$ cat src/dtc_map.vh
// dtc_map.vh: register offsets, field positions and reset values of the dma transfer control.
// assumes byte addresses on an 8-bit apb paddr, one 32-bit word per register.
`ifndef DTC_MAP_VH
`define DTC_MAP_VH
`define DTC_OFS_CTRL 8'h00
`define DTC_OFS_CMD 8'h04
`define DTC_OFS_CHSEL 8'h08
`define DTC_OFS_ADDR 8'h0C
`define DTC_OFS_COUNT 8'h10
`define DTC_OFS_MODE 8'h14
`define DTC_OFS_MASK 8'h18
`define DTC_OFS_STATUS 8'h1C
`define DTC_OFS_CURADR 8'h20
`define DTC_CTRL_ENH 0
`define DTC_CMD_CLR_PTR 0
`define DTC_CMD_MCLR 1
`define DTC_CMD_CLR_MASK 2
`define DTC_CMD_SET_MASK 3
`define DTC_MODE_TYPE_LSB 0
`define DTC_MODE_AUTO 2
`define DTC_MODE_DEC 3
`define DTC_TYPE_VERIFY 2'h0
`define DTC_TYPE_TOMEM 2'h1
`define DTC_TYPE_FROMMEM 2'h2
`define DTC_STATUS_REQ_LSB 8
`define DTC_ADDR_LAST 2'h3
`define DTC_COUNT_LAST 2'h1
`define DTC_RST_ADDR 32'h0000_0000
`define DTC_RST_COUNT 16'hFFFF
`define DTC_RST_MODE 4'h0
`define DTC_LEGACY_TOP 24
`endif

$ cat src/dtc_top.v
// dtc_top: channel transfer sequencing with apb register access.
// assumes one 200 MHz clock, inputs synchronous to it, slaves hold dma_req until acked.
// Functional notes
// - configuration writes are taken only while cpu_hold_ack is low
// - with cpu_hold_ack high only set-up channels transfer, no new configuration
// - transfers repeat while burst stays high and count not expired
// - burst low at start gives one io and one memory cycle
// - slave ends demand transfer by dropping burst, latest in last io cycle
// - controller ends at terminal count, then masks the channel; a lost cpu_hold_ack also ends the run, unmasked
// - verify mode steps address and count but issues only memory reads
// - auto-initialize reloads base address at end and keeps channel unmasked
// - each channel selects address increment or decrement
// - carry across 64 Kbyte segments is silent
// - address wraps to zero at 16M or 4G limit, transfer continues
// - count decrements to FFFF at terminal count; FFFF load runs full range
// - clear-byte-pointer command points at the least significant byte
// - master clear masks all channels and clears every terminal-count status bit; request bits stay live
// - clear-mask command enables all channels
// - write-all-mask command disables all channels
// - enhanced mode gives 32-bit addresses, programmed in four byte accesses
// - outside enhanced mode address bits 24 to 31 stay zero
// - an unwritten top address byte keeps its old value
`timescale 1ns/1ps
`include "dtc_map.vh"
module dtc_top #(
  parameter NCH = 8
) (
  input wire clk,
  input wire rst_n,
  input wire psel,
  input wire penable,
  input wire pwrite,
  input wire [7:0] paddr,
  input wire [31:0] pwdata,
  output reg [31:0] prdata,
  output reg pready,
  output reg pslverr,
  input wire cpu_hold_ack,
  input wire [NCH-1:0] dma_req,
  input wire burst,
  output reg [NCH-1:0] dma_ack,
  output reg [31:0] mem_addr,
  output reg mem_rd,
  output reg mem_wr,
  output reg io_rd,
  output reg io_wr,
  output reg count_expired,
  output reg transfer_end,
  output reg busy
);
  localparam S_IDLE = 2'h0;
  localparam S_FIRST = 2'h1;
  localparam S_SECOND = 2'h2;
  localparam S_STEP = 2'h3;

  reg [31:0] base_addr [0:NCH-1];
  reg [31:0] cur_addr [0:NCH-1];
  reg [15:0] base_cnt [0:NCH-1];
  reg [15:0] cur_cnt [0:NCH-1];
  reg [3:0] mode [0:NCH-1];
  reg [NCH-1:0] mask;
  reg [NCH-1:0] tc_flag;
  reg enh;
  reg [2:0] chsel;
  reg [1:0] bptr;
  reg [1:0] state;
  reg [2:0] ch;
  reg burst_run;
  reg burst_io;
  integer i;
  genvar gi;

  // a channel competes only while unmasked
  wire [NCH-1:0] eligible;
  generate
    for (gi = 0; gi < NCH; gi = gi + 1) begin : g_elig
      assign eligible[gi] = dma_req[gi] & ~mask[gi];
    end
  endgenerate

  // lowest numbered unmasked requester wins; no rotation, fairness is not offered
  reg [2:0] pick;
  reg pick_ok;
  always @* begin
    pick = 3'h0;
    pick_ok = 1'b0;
    for (i = NCH - 1; i >= 0; i = i - 1) begin
      if (eligible[i]) begin
        pick = i[2:0];
        pick_ok = 1'b1;
      end
    end
  end

  wire [1:0] ch_type = mode[ch][`DTC_MODE_TYPE_LSB +: 2];
  wire ch_auto = mode[ch][`DTC_MODE_AUTO];
  wire [31:0] step_addr;
  wire [15:0] step_cnt;
  wire step_tc;

  dtc_addr_step u_addr (
    .addr(cur_addr[ch]),
    .dec(mode[ch][`DTC_MODE_DEC]),
    .enh(enh),
    .next_addr(step_addr)
  );

  // one step unit serves all channels; only the running channel is presented to it
  dtc_count_step u_cnt (
    .count(cur_cnt[ch]),
    .next_count(step_cnt),
    .expired(step_tc)
  );

  // first access cycle only, so the wait state never lands a write twice
  wire acc = psel & penable & ~pready;
  wire wr = acc & pwrite;
  wire cfg_ok = ~cpu_hold_ack;
  wire cfg_wr = wr & cfg_ok;
  wire cmd_wr = cfg_wr && paddr == `DTC_OFS_CMD;
  wire clr_ptr = cmd_wr && pwdata[`DTC_CMD_CLR_PTR];
  wire mclr = cmd_wr && pwdata[`DTC_CMD_MCLR];
  wire addr_acc = acc && paddr == `DTC_OFS_ADDR && (cfg_ok || !pwrite);
  wire cnt_acc = acc && paddr == `DTC_OFS_COUNT && (cfg_ok || !pwrite);

  function mapped;
    input [7:0] a;
    begin
      mapped = a == `DTC_OFS_CTRL || a == `DTC_OFS_CMD || a == `DTC_OFS_CHSEL ||
               a == `DTC_OFS_ADDR || a == `DTC_OFS_COUNT || a == `DTC_OFS_MODE ||
               a == `DTC_OFS_MASK || a == `DTC_OFS_STATUS || a == `DTC_OFS_CURADR;
    end
  endfunction

  // address as driven: the top byte is stored but not driven outside enhanced mode
  function [31:0] bus_addr;
    input [31:0] a;
    input e;
    begin
      if (e) begin
        bus_addr = a;
      end else begin
        bus_addr = {8'h00, a[`DTC_LEGACY_TOP-1:0]};
      end
    end
  endfunction

  // apb answer: one wait state, pready high in the second access cycle
  always @(posedge clk or negedge rst_n) begin
    if (!rst_n) begin
      pready <= 1'b0;
      pslverr <= 1'b0;
      prdata <= 32'h0000_0000;
    end else begin
      pready <= acc;
      pslverr <= acc & ~mapped(paddr);
      if (acc && !pwrite) begin
        case (paddr)
          `DTC_OFS_CTRL: prdata <= {31'h0, enh};
          `DTC_OFS_CHSEL: prdata <= {29'h0, chsel};
          `DTC_OFS_ADDR: prdata <= {24'h0, cur_addr[chsel][{bptr, 3'b000} +: 8]};
          `DTC_OFS_COUNT: prdata <= {24'h0, cur_cnt[chsel][{bptr[0], 3'b000} +: 8]};
          `DTC_OFS_MODE: prdata <= {28'h0, mode[chsel]};
          `DTC_OFS_MASK: prdata <= {{(32-NCH){1'b0}}, mask};
          `DTC_OFS_STATUS: begin
            // flags and live requests keep fixed byte lanes
            prdata <= 32'h0000_0000;
            prdata[NCH-1:0] <= tc_flag;
            prdata[`DTC_STATUS_REQ_LSB +: NCH] <= dma_req;
          end
          `DTC_OFS_CURADR: prdata <= cur_addr[chsel];
          default: prdata <= 32'h0000_0000;
        endcase
      end
    end
  end

  // byte pointer shared by the address and count ports
  // reads advance it as well, so a read-back starts with a clear-pointer command
  always @(posedge clk or negedge rst_n) begin
    if (!rst_n) begin
      bptr <= 2'h0;
    end else if (mclr || clr_ptr) begin
      bptr <= 2'h0;
    end else if (addr_acc) begin
      bptr <= (bptr == `DTC_ADDR_LAST) ? 2'h0 : bptr + 2'h1;
    end else if (cnt_acc) begin
      bptr <= (bptr >= `DTC_COUNT_LAST) ? 2'h0 : bptr + 2'h1;
    end
  end

  // plain control registers
  always @(posedge clk or negedge rst_n) begin
    if (!rst_n) begin
      enh <= 1'b0;
      chsel <= 3'h0;
    end else if (cfg_wr) begin
      if (paddr == `DTC_OFS_CTRL) begin
        enh <= pwdata[`DTC_CTRL_ENH];
      end
      if (paddr == `DTC_OFS_CHSEL) begin
        chsel <= pwdata[2:0];
      end
    end
  end

  // channel state, mask, status and the transfer sequencer share one process
  // because both software and the sequencer update the same channel words
  always @(posedge clk or negedge rst_n) begin
    if (!rst_n) begin
      for (i = 0; i < NCH; i = i + 1) begin
        base_addr[i] <= `DTC_RST_ADDR;
        cur_addr[i] <= `DTC_RST_ADDR;
        base_cnt[i] <= `DTC_RST_COUNT;
        cur_cnt[i] <= `DTC_RST_COUNT;
        mode[i] <= `DTC_RST_MODE;
      end
      mask <= {NCH{1'b1}};
      tc_flag <= {NCH{1'b0}};
      state <= S_IDLE;
      ch <= 3'h0;
      burst_run <= 1'b0;
      burst_io <= 1'b0;
      dma_ack <= {NCH{1'b0}};
      mem_addr <= 32'h0000_0000;
      mem_rd <= 1'b0;
      mem_wr <= 1'b0;
      io_rd <= 1'b0;
      io_wr <= 1'b0;
      count_expired <= 1'b0;
      transfer_end <= 1'b0;
      busy <= 1'b0;
    end else begin
      mem_rd <= 1'b0;
      mem_wr <= 1'b0;
      io_rd <= 1'b0;
      io_wr <= 1'b0;
      count_expired <= 1'b0;
      transfer_end <= 1'b0;

      if (cfg_wr) begin
        case (paddr)
          `DTC_OFS_ADDR: begin
            // bytes not written keep their old value
            base_addr[chsel][{bptr, 3'b000} +: 8] <= pwdata[7:0];
            cur_addr[chsel][{bptr, 3'b000} +: 8] <= pwdata[7:0];
          end
          `DTC_OFS_COUNT: begin
            base_cnt[chsel][{bptr[0], 3'b000} +: 8] <= pwdata[7:0];
            cur_cnt[chsel][{bptr[0], 3'b000} +: 8] <= pwdata[7:0];
          end
          `DTC_OFS_MODE: mode[chsel] <= pwdata[3:0];
          `DTC_OFS_MASK: mask <= pwdata[NCH-1:0];
          `DTC_OFS_CMD: begin
            if (pwdata[`DTC_CMD_CLR_MASK]) begin
              mask <= {NCH{1'b0}};
            end
            // set-all comes last so it wins when both bits are written
            if (pwdata[`DTC_CMD_SET_MASK]) begin
              mask <= {NCH{1'b1}};
            end
          end
          default: ;
        endcase
      end

      if (mclr) begin
        mask <= {NCH{1'b1}};
        tc_flag <= {NCH{1'b0}};
        state <= S_IDLE;
        dma_ack <= {NCH{1'b0}};
        busy <= 1'b0;
      end else begin
        case (state)
          S_IDLE: begin
            // only a hold-acknowledged bus runs already programmed channels
            if (cpu_hold_ack && pick_ok) begin
              ch <= pick;
              burst_run <= burst;
              dma_ack <= {{(NCH-1){1'b0}}, 1'b1} << pick;
              mem_addr <= bus_addr(cur_addr[pick], enh);
              busy <= 1'b1;
              state <= S_FIRST;
            end
          end
          S_FIRST: begin
            if (ch_type == `DTC_TYPE_TOMEM) begin
              io_rd <= 1'b1;
              burst_io <= burst;
              state <= S_SECOND;
            end else if (ch_type == `DTC_TYPE_FROMMEM) begin
              mem_rd <= 1'b1;
              state <= S_SECOND;
            end else begin
              mem_rd <= 1'b1;
              burst_io <= burst;
              state <= S_STEP;
            end
          end
          S_SECOND: begin
            if (ch_type == `DTC_TYPE_TOMEM) begin
              mem_wr <= 1'b1;
            end else begin
              io_wr <= 1'b1;
              burst_io <= burst;
            end
            state <= S_STEP;
          end
          S_STEP: begin
            // a started pair finishes unless a master clear cuts it; a lost hold-acknowledge ends the run here
            cur_addr[ch] <= step_addr;
            cur_cnt[ch] <= step_cnt;
            mem_addr <= step_addr;
            if (step_tc) begin
              count_expired <= 1'b1;
              transfer_end <= 1'b1;
              // sticky until master clear
              tc_flag[ch] <= 1'b1;
              dma_ack <= {NCH{1'b0}};
              busy <= 1'b0;
              state <= S_IDLE;
              if (ch_auto) begin
                cur_addr[ch] <= base_addr[ch];
                cur_cnt[ch] <= base_cnt[ch];
              end else begin
                mask[ch] <= 1'b1;
              end
            end else if (burst_run && burst_io && burst && cpu_hold_ack && !mask[ch]) begin
              state <= S_FIRST;
            end else begin
              // slave dropped burst: one pair done, stop without masking
              dma_ack <= {NCH{1'b0}};
              busy <= 1'b0;
              state <= S_IDLE;
            end
          end
          default: state <= S_IDLE;
        endcase
      end
    end
  end
endmodule

$ cat src/dtc_addr_step.v
// dtc_addr_step: next memory address after one transfer.
// assumes the caller registers the result; purely combinational.
`timescale 1ns/1ps
module dtc_addr_step (
  input wire [31:0] addr,
  input wire dec,
  input wire enh,
  output reg [31:0] next_addr
);
  reg [31:0] stepped;
  always @* begin
    stepped = dec ? addr - 32'h0000_0001 : addr + 32'h0000_0001;
    // 24-bit wrap outside enhanced mode; carries between bytes are silent
    if (enh) begin
      next_addr = stepped;
    end else begin
      next_addr = {8'h00, stepped[`DTC_LEGACY_TOP-1:0]};
    end
  end
endmodule

$ cat src/dtc_count_step.v
// dtc_count_step: transfer count decrement and terminal-count detect.
// assumes the caller registers the result; purely combinational.
`timescale 1ns/1ps
module dtc_count_step (
  input wire [15:0] count,
  output wire [15:0] next_count,
  output wire expired
);
  // zero before the step means this transfer is the last; it lands on FFFF
  assign expired = (count == 16'h0000);
  assign next_count = count - 16'h0001;
endmodule

$ cat config.mk
export PLATFORM = sky130hd
export DESIGN_NAME = dtc_top
export DESIGN_NICKNAME = d
export VERILOG_FILES = /design/src/dtc_top.v /design/src/dtc_addr_step.v /design/src/dtc_count_step.v
export VERILOG_INCLUDE_DIRS = /design/src
export SDC_FILE = /design/constraint.sdc
export NUM_CORES = 2
export LEC_CHECK = 0
export BUFFER_PORTS_ARGS = -buffer_cell sky130_fd_sc_hd__buf_2
export CAP_MARGIN = 30
export CORE_MARGIN = 4
export CORE_UTILIZATION = 50
export CTS_CLUSTER_SIZE = 12
export DETAILED_ROUTE_END_ITERATION = 8
export PLACE_DENSITY = 0.76
export SETUP_SLACK_MARGIN = 0.2
export SLEW_MARGIN = 20
export SYNTH_ARGS = -nofsm -noshare
export SYNTH_HDL_FRONTEND = slang
export SYNTH_SLANG_ARGS = --single-unit
$ cat constraint.sdc
create_clock -name clk -period 7.65 [get_ports clk]
set_input_delay 1.53 -clock clk [delete_from_list [all_inputs] [get_ports clk]]
set_output_delay 1.53 -clock clk [all_outputs]
set_load 0.01 [all_outputs]
==> impl_results.md <==
* Synth cell types at 95
* Critical path arrival at about 6.7 ns
* Final HPWL DP at around 120000 um
* Slew @ Worst Pin at around 1.1 ns
* Static Leak at around 25 nW
* Power Density at about 260 nW/um2
* Slack of the worst reg-to-reg path at roughly 1.5 ns
* Most instantiated cells after synthesis: 645 x dfrtp_1, 604 x nand2_1, 400 x a21oi_1
* Fin crit share at 80.03%
* Antenna violations before repair at 12
* Fin Setup TNS at 0 ns
* Initial drt markers at between 7000 and 8000
* Synthesized area per cell at roughly 9.6 um2
* Min-Delay Path Depth at 2
* Post-synth EDFFs at 0
* Register-to-Register Path Depth at 14
* Cell with the most instances after synthesis: dfrtp_1
* Fin. max-slew vios at 0
* DIE AREA at 106700 um2
* Cell taking the most area after synthesis: dfrtp_1
* DR WL/cell at a little over 30 um
* Sink Count at just over 900
* Final min period at a little over 6 ns
* RSZ-0062 raised after global routing: no
* Drt first pass iters at 9
* Async S/R FF share, synth at 100.0%
* First-pass GRT wire length at slightly below 300000 um
* Fill cells at about 8800
* Crit-path max FO at 51
* Die Y at 326.7 um
* Starting Density at around half
* Violated checks: DRC
* Max_cap viols at 0
* Synth Register Bits at between 900 and 1000
* Slew HR at a little under a quarter
* Max Buffers Root-to-Sink at 3
* DRC errors left at 2
* Top Family by Delay on Critical Path: compound AO/OA/AOI/OAI gates
* Fmax at 0.1633 GHz
* Layout cells sized above 1 at 19.91%
* Hold_buf cts at 0
* Core area at 100400 um2
* Clk_skew at ~0.038 ns
* Worst-path clk slew at approximately 0.060 ns
* CTS buffer count at just under 100
* Cells after Synth at between 5000 and 6000
* Top FF cell, synth: dfrtp_1
* Top-area cell type share of the netlist area at a little under a third
* PortBufs at approximately 110
* Crit path largest cell delay at between 0.8 and 0.9 ns
* Area grow syn2layout at 10.15%
* Die Wd at approximately 330 um
* Crit path required time at around 8 ns
* Setup violations, final at 0
* Placed cell area at ~53000 um2
* Syn nets at about 5400
* Via count at between 40000 and 50000
* Top cells by area, synth: dfrtp_1 32%, dfstp_2 14%, a22oi_1 5.6%
* Status: finished with violations
* Buffers & Inverters on Critical Path at 2
* Yosys warnings at 0
* Root Driver: clkbuf_16
* Post-Layout Inst Area at approximately 56000 um2
* DR vias/cell at ~7.2
* Depth of the CTS H-tree at 3
* Crit start category: register
* Final count of hold timing violations at 0
* Worst flop-to-flop path startpoint: ch[1]$_DFFE_PN0P_
* Hold EP: prdata[16]$_DFFE_PN0P_
* I/O pins at 136
* Sequential fraction of the synthesis area at a little under half
* Slowest cell on the critical path: o2111ai_1
* Final wirelength at 201800 um
* CP Class: reg2reg
* Final ANT Viol Nets at 0
* Nets at approximately 5300
* CTS resizes at 0
* Worst Hold Class: reg2reg
* Final Util at 55.70%
* Critical path, cell by cell: buf_4 > nor3b_4 > buf_4 > a22oi_1 > nand4_1 > ha_1 > a21o_1 > a21oi_1 > a21oi_1 > o21ai_0 > a21boi_0 > o2111ai_1 > and2_1 > a21oi_1
* Min-Delay Startpoint: prdata[16]$_DFFE_PN0P_
* CP dominant cell by count: a21oi_1
* Setup Fix Bufs, Post-CTS at 0
* Number of global-route vias before repair at around 46000
* VDD IR max at roughly 250 uV
* Worst r2r dst: cur_addr[92]$_DFF_PN0_
* Grt total ovfl at 0
* Row cnt at around 120
* Worst-Skew Late Latency at 0.71 ns
* Netlist Area Pre-Place at 50790 um2
* Gr usage total at around 37%
* Largest net degree at the start of global routing at around 160
* Element type at the critical path end: register
* Gpl congestion at approximately 1
* CTS tree: yes
[sequential cells by signal, indices dropped and copies added, names as in the netlist, 2 cells and up]
| name | flops |
|---|---|
| mode | 32 |
| tc_flag | 8 |
| cur_cnt | 128 |
| prdata | 32 |
| bptr | 2 |
| ch | 3 |
| chsel | 3 |
| dma_ack | 8 |
| state | 2 |
| mem_addr | 32 |
| base_addr | 256 |
| mask | 8 |
| cur_addr | 256 |
| base_cnt | 128 |
[layout make-up]
class / instances / area [um2] / area share (%)
Multi-Input combinational cell: 3897 / 25890 / 46.28
Inverter: 29 / 108.9 / 0.1946
Tap cell: 1357 / 1698 / 3.035
Antenna cell: 8 / 20.02 / 0.03579
Sequential cell: 909 / 23080 / 41.26
Clock buffer: 144 / 2867 / 5.124
Timing Repair Buffer: 267 / 1976 / 3.532
Clock inverter: 34 / 297.8 / 0.5323
[metal layers]
metal  up-vias  GRT usage, %  share of wire [%]
met5         -             0              0.031
met4        10         21.17                7.3
met3      1096         13.96                 16
met2      3903         52.02                 41
met1     23230         47.57                 36
li1      19660             -                  -
[report_power, final]
part / total [W] / internal (W) / switching, W
registers: 0.00604 / 0.00546 / 0.000577
clock network: 0.00476 / 0.00270 / 0.00206
logic: 0.00370 / 0.00129 / 0.00241
total: 0.0145 / 0.00944 / 0.00505
[kinds of logic (layout without fill, tap and decap cells)]
group           Yosys count  in the layout  share of synthesized area [%]
compound gates         2000           2000                          27.44
simple gates           1473           1473                          13.30
flops                   909            909                          45.44
buf+inv                 491            474                          4.016
mux                     346            346                          8.098
fa+ha+maj                45             45                          1.123
xor+xnor                 33             33                         0.5839
other cells               0              8                              0
[cell usage in the layout (no fill, tap or decap), types with 79 or more instances in the layout]
| cell type | n |
|---|---|
| dfrtp_1 | 641 |
| nand2_1 | 603 |
| a21oi_1 | 398 |
| a22oi_1 | 382 |
| nor2_1 | 368 |
| a21o_1 | 286 |
| dfstp_2 | 264 |
| a211oi_1 | 213 |
| o21ai_0 | 196 |
| mux2_2 | 193 |
| buf_4 | 138 |
| mux2i_1 | 113 |
| nand3_1 | 113 |
| buf_2 | 110 |
| clkbuf_16 | 99 |
| nand4_1 | 87 |
| a22o_1 | 82 |
| nor2b_1 | 80 |
| o21ai_1 | 79 |
[worst max path at each step]
stage	cells after the start	end	start	slack [ns]
floorplan	20	cur_addr[243]$_DFF_PN0_	ch[1]$_DFFE_PN0P_	3.03
global placement	14	cur_addr[60]$_DFF_PN0_	ch[1]$_DFFE_PN0P_	2.03
detailed placement	14	cur_addr[92]$_DFF_PN0_	ch[1]$_DFFE_PN0P_	1.99
CTS	14	cur_addr[92]$_DFF_PN0_	ch[1]$_DFFE_PN0P_	1.97
global route	14	cur_addr[92]$_DFF_PN0_	ch[1]$_DFFE_PN0P_	1.59
finish	14	cur_addr[92]$_DFF_PN0_	ch[1]$_DFFE_PN0P_	1.53
[metrics by stage]
step	hold WS [ns]	worst slack (ns)	std cells	power, W
after floorplan	0.4494	3.026	5297	0.008183
after global placement	0.4522	2.028	6450	0.009488
after detailed placement	0.4570	1.988	6452	0.009581
after CTS	0.4706	1.971	6630	0.01431
after global routing	0.4825	1.594	6637	0.01495
final	0.4647	1.527	6645	0.01449
[worst reg2reg max path: stages, from the launching register on]
cell       delay (ns)
dfrtp_2          0.48
buf_4            0.67
nor3b_4          0.75
buf_4            0.31
a22oi_1          0.10
nand4_1          0.27
ha_1             0.34
a21o_1           0.20
a21oi_1          0.48
a21oi_1          0.29
o21ai_0          0.59
a21boi_0         0.27
o2111ai_1        0.86
and2_1           0.30
a21oi_1          0.08
No activity file was read; power rests on OpenSTA's default activity.
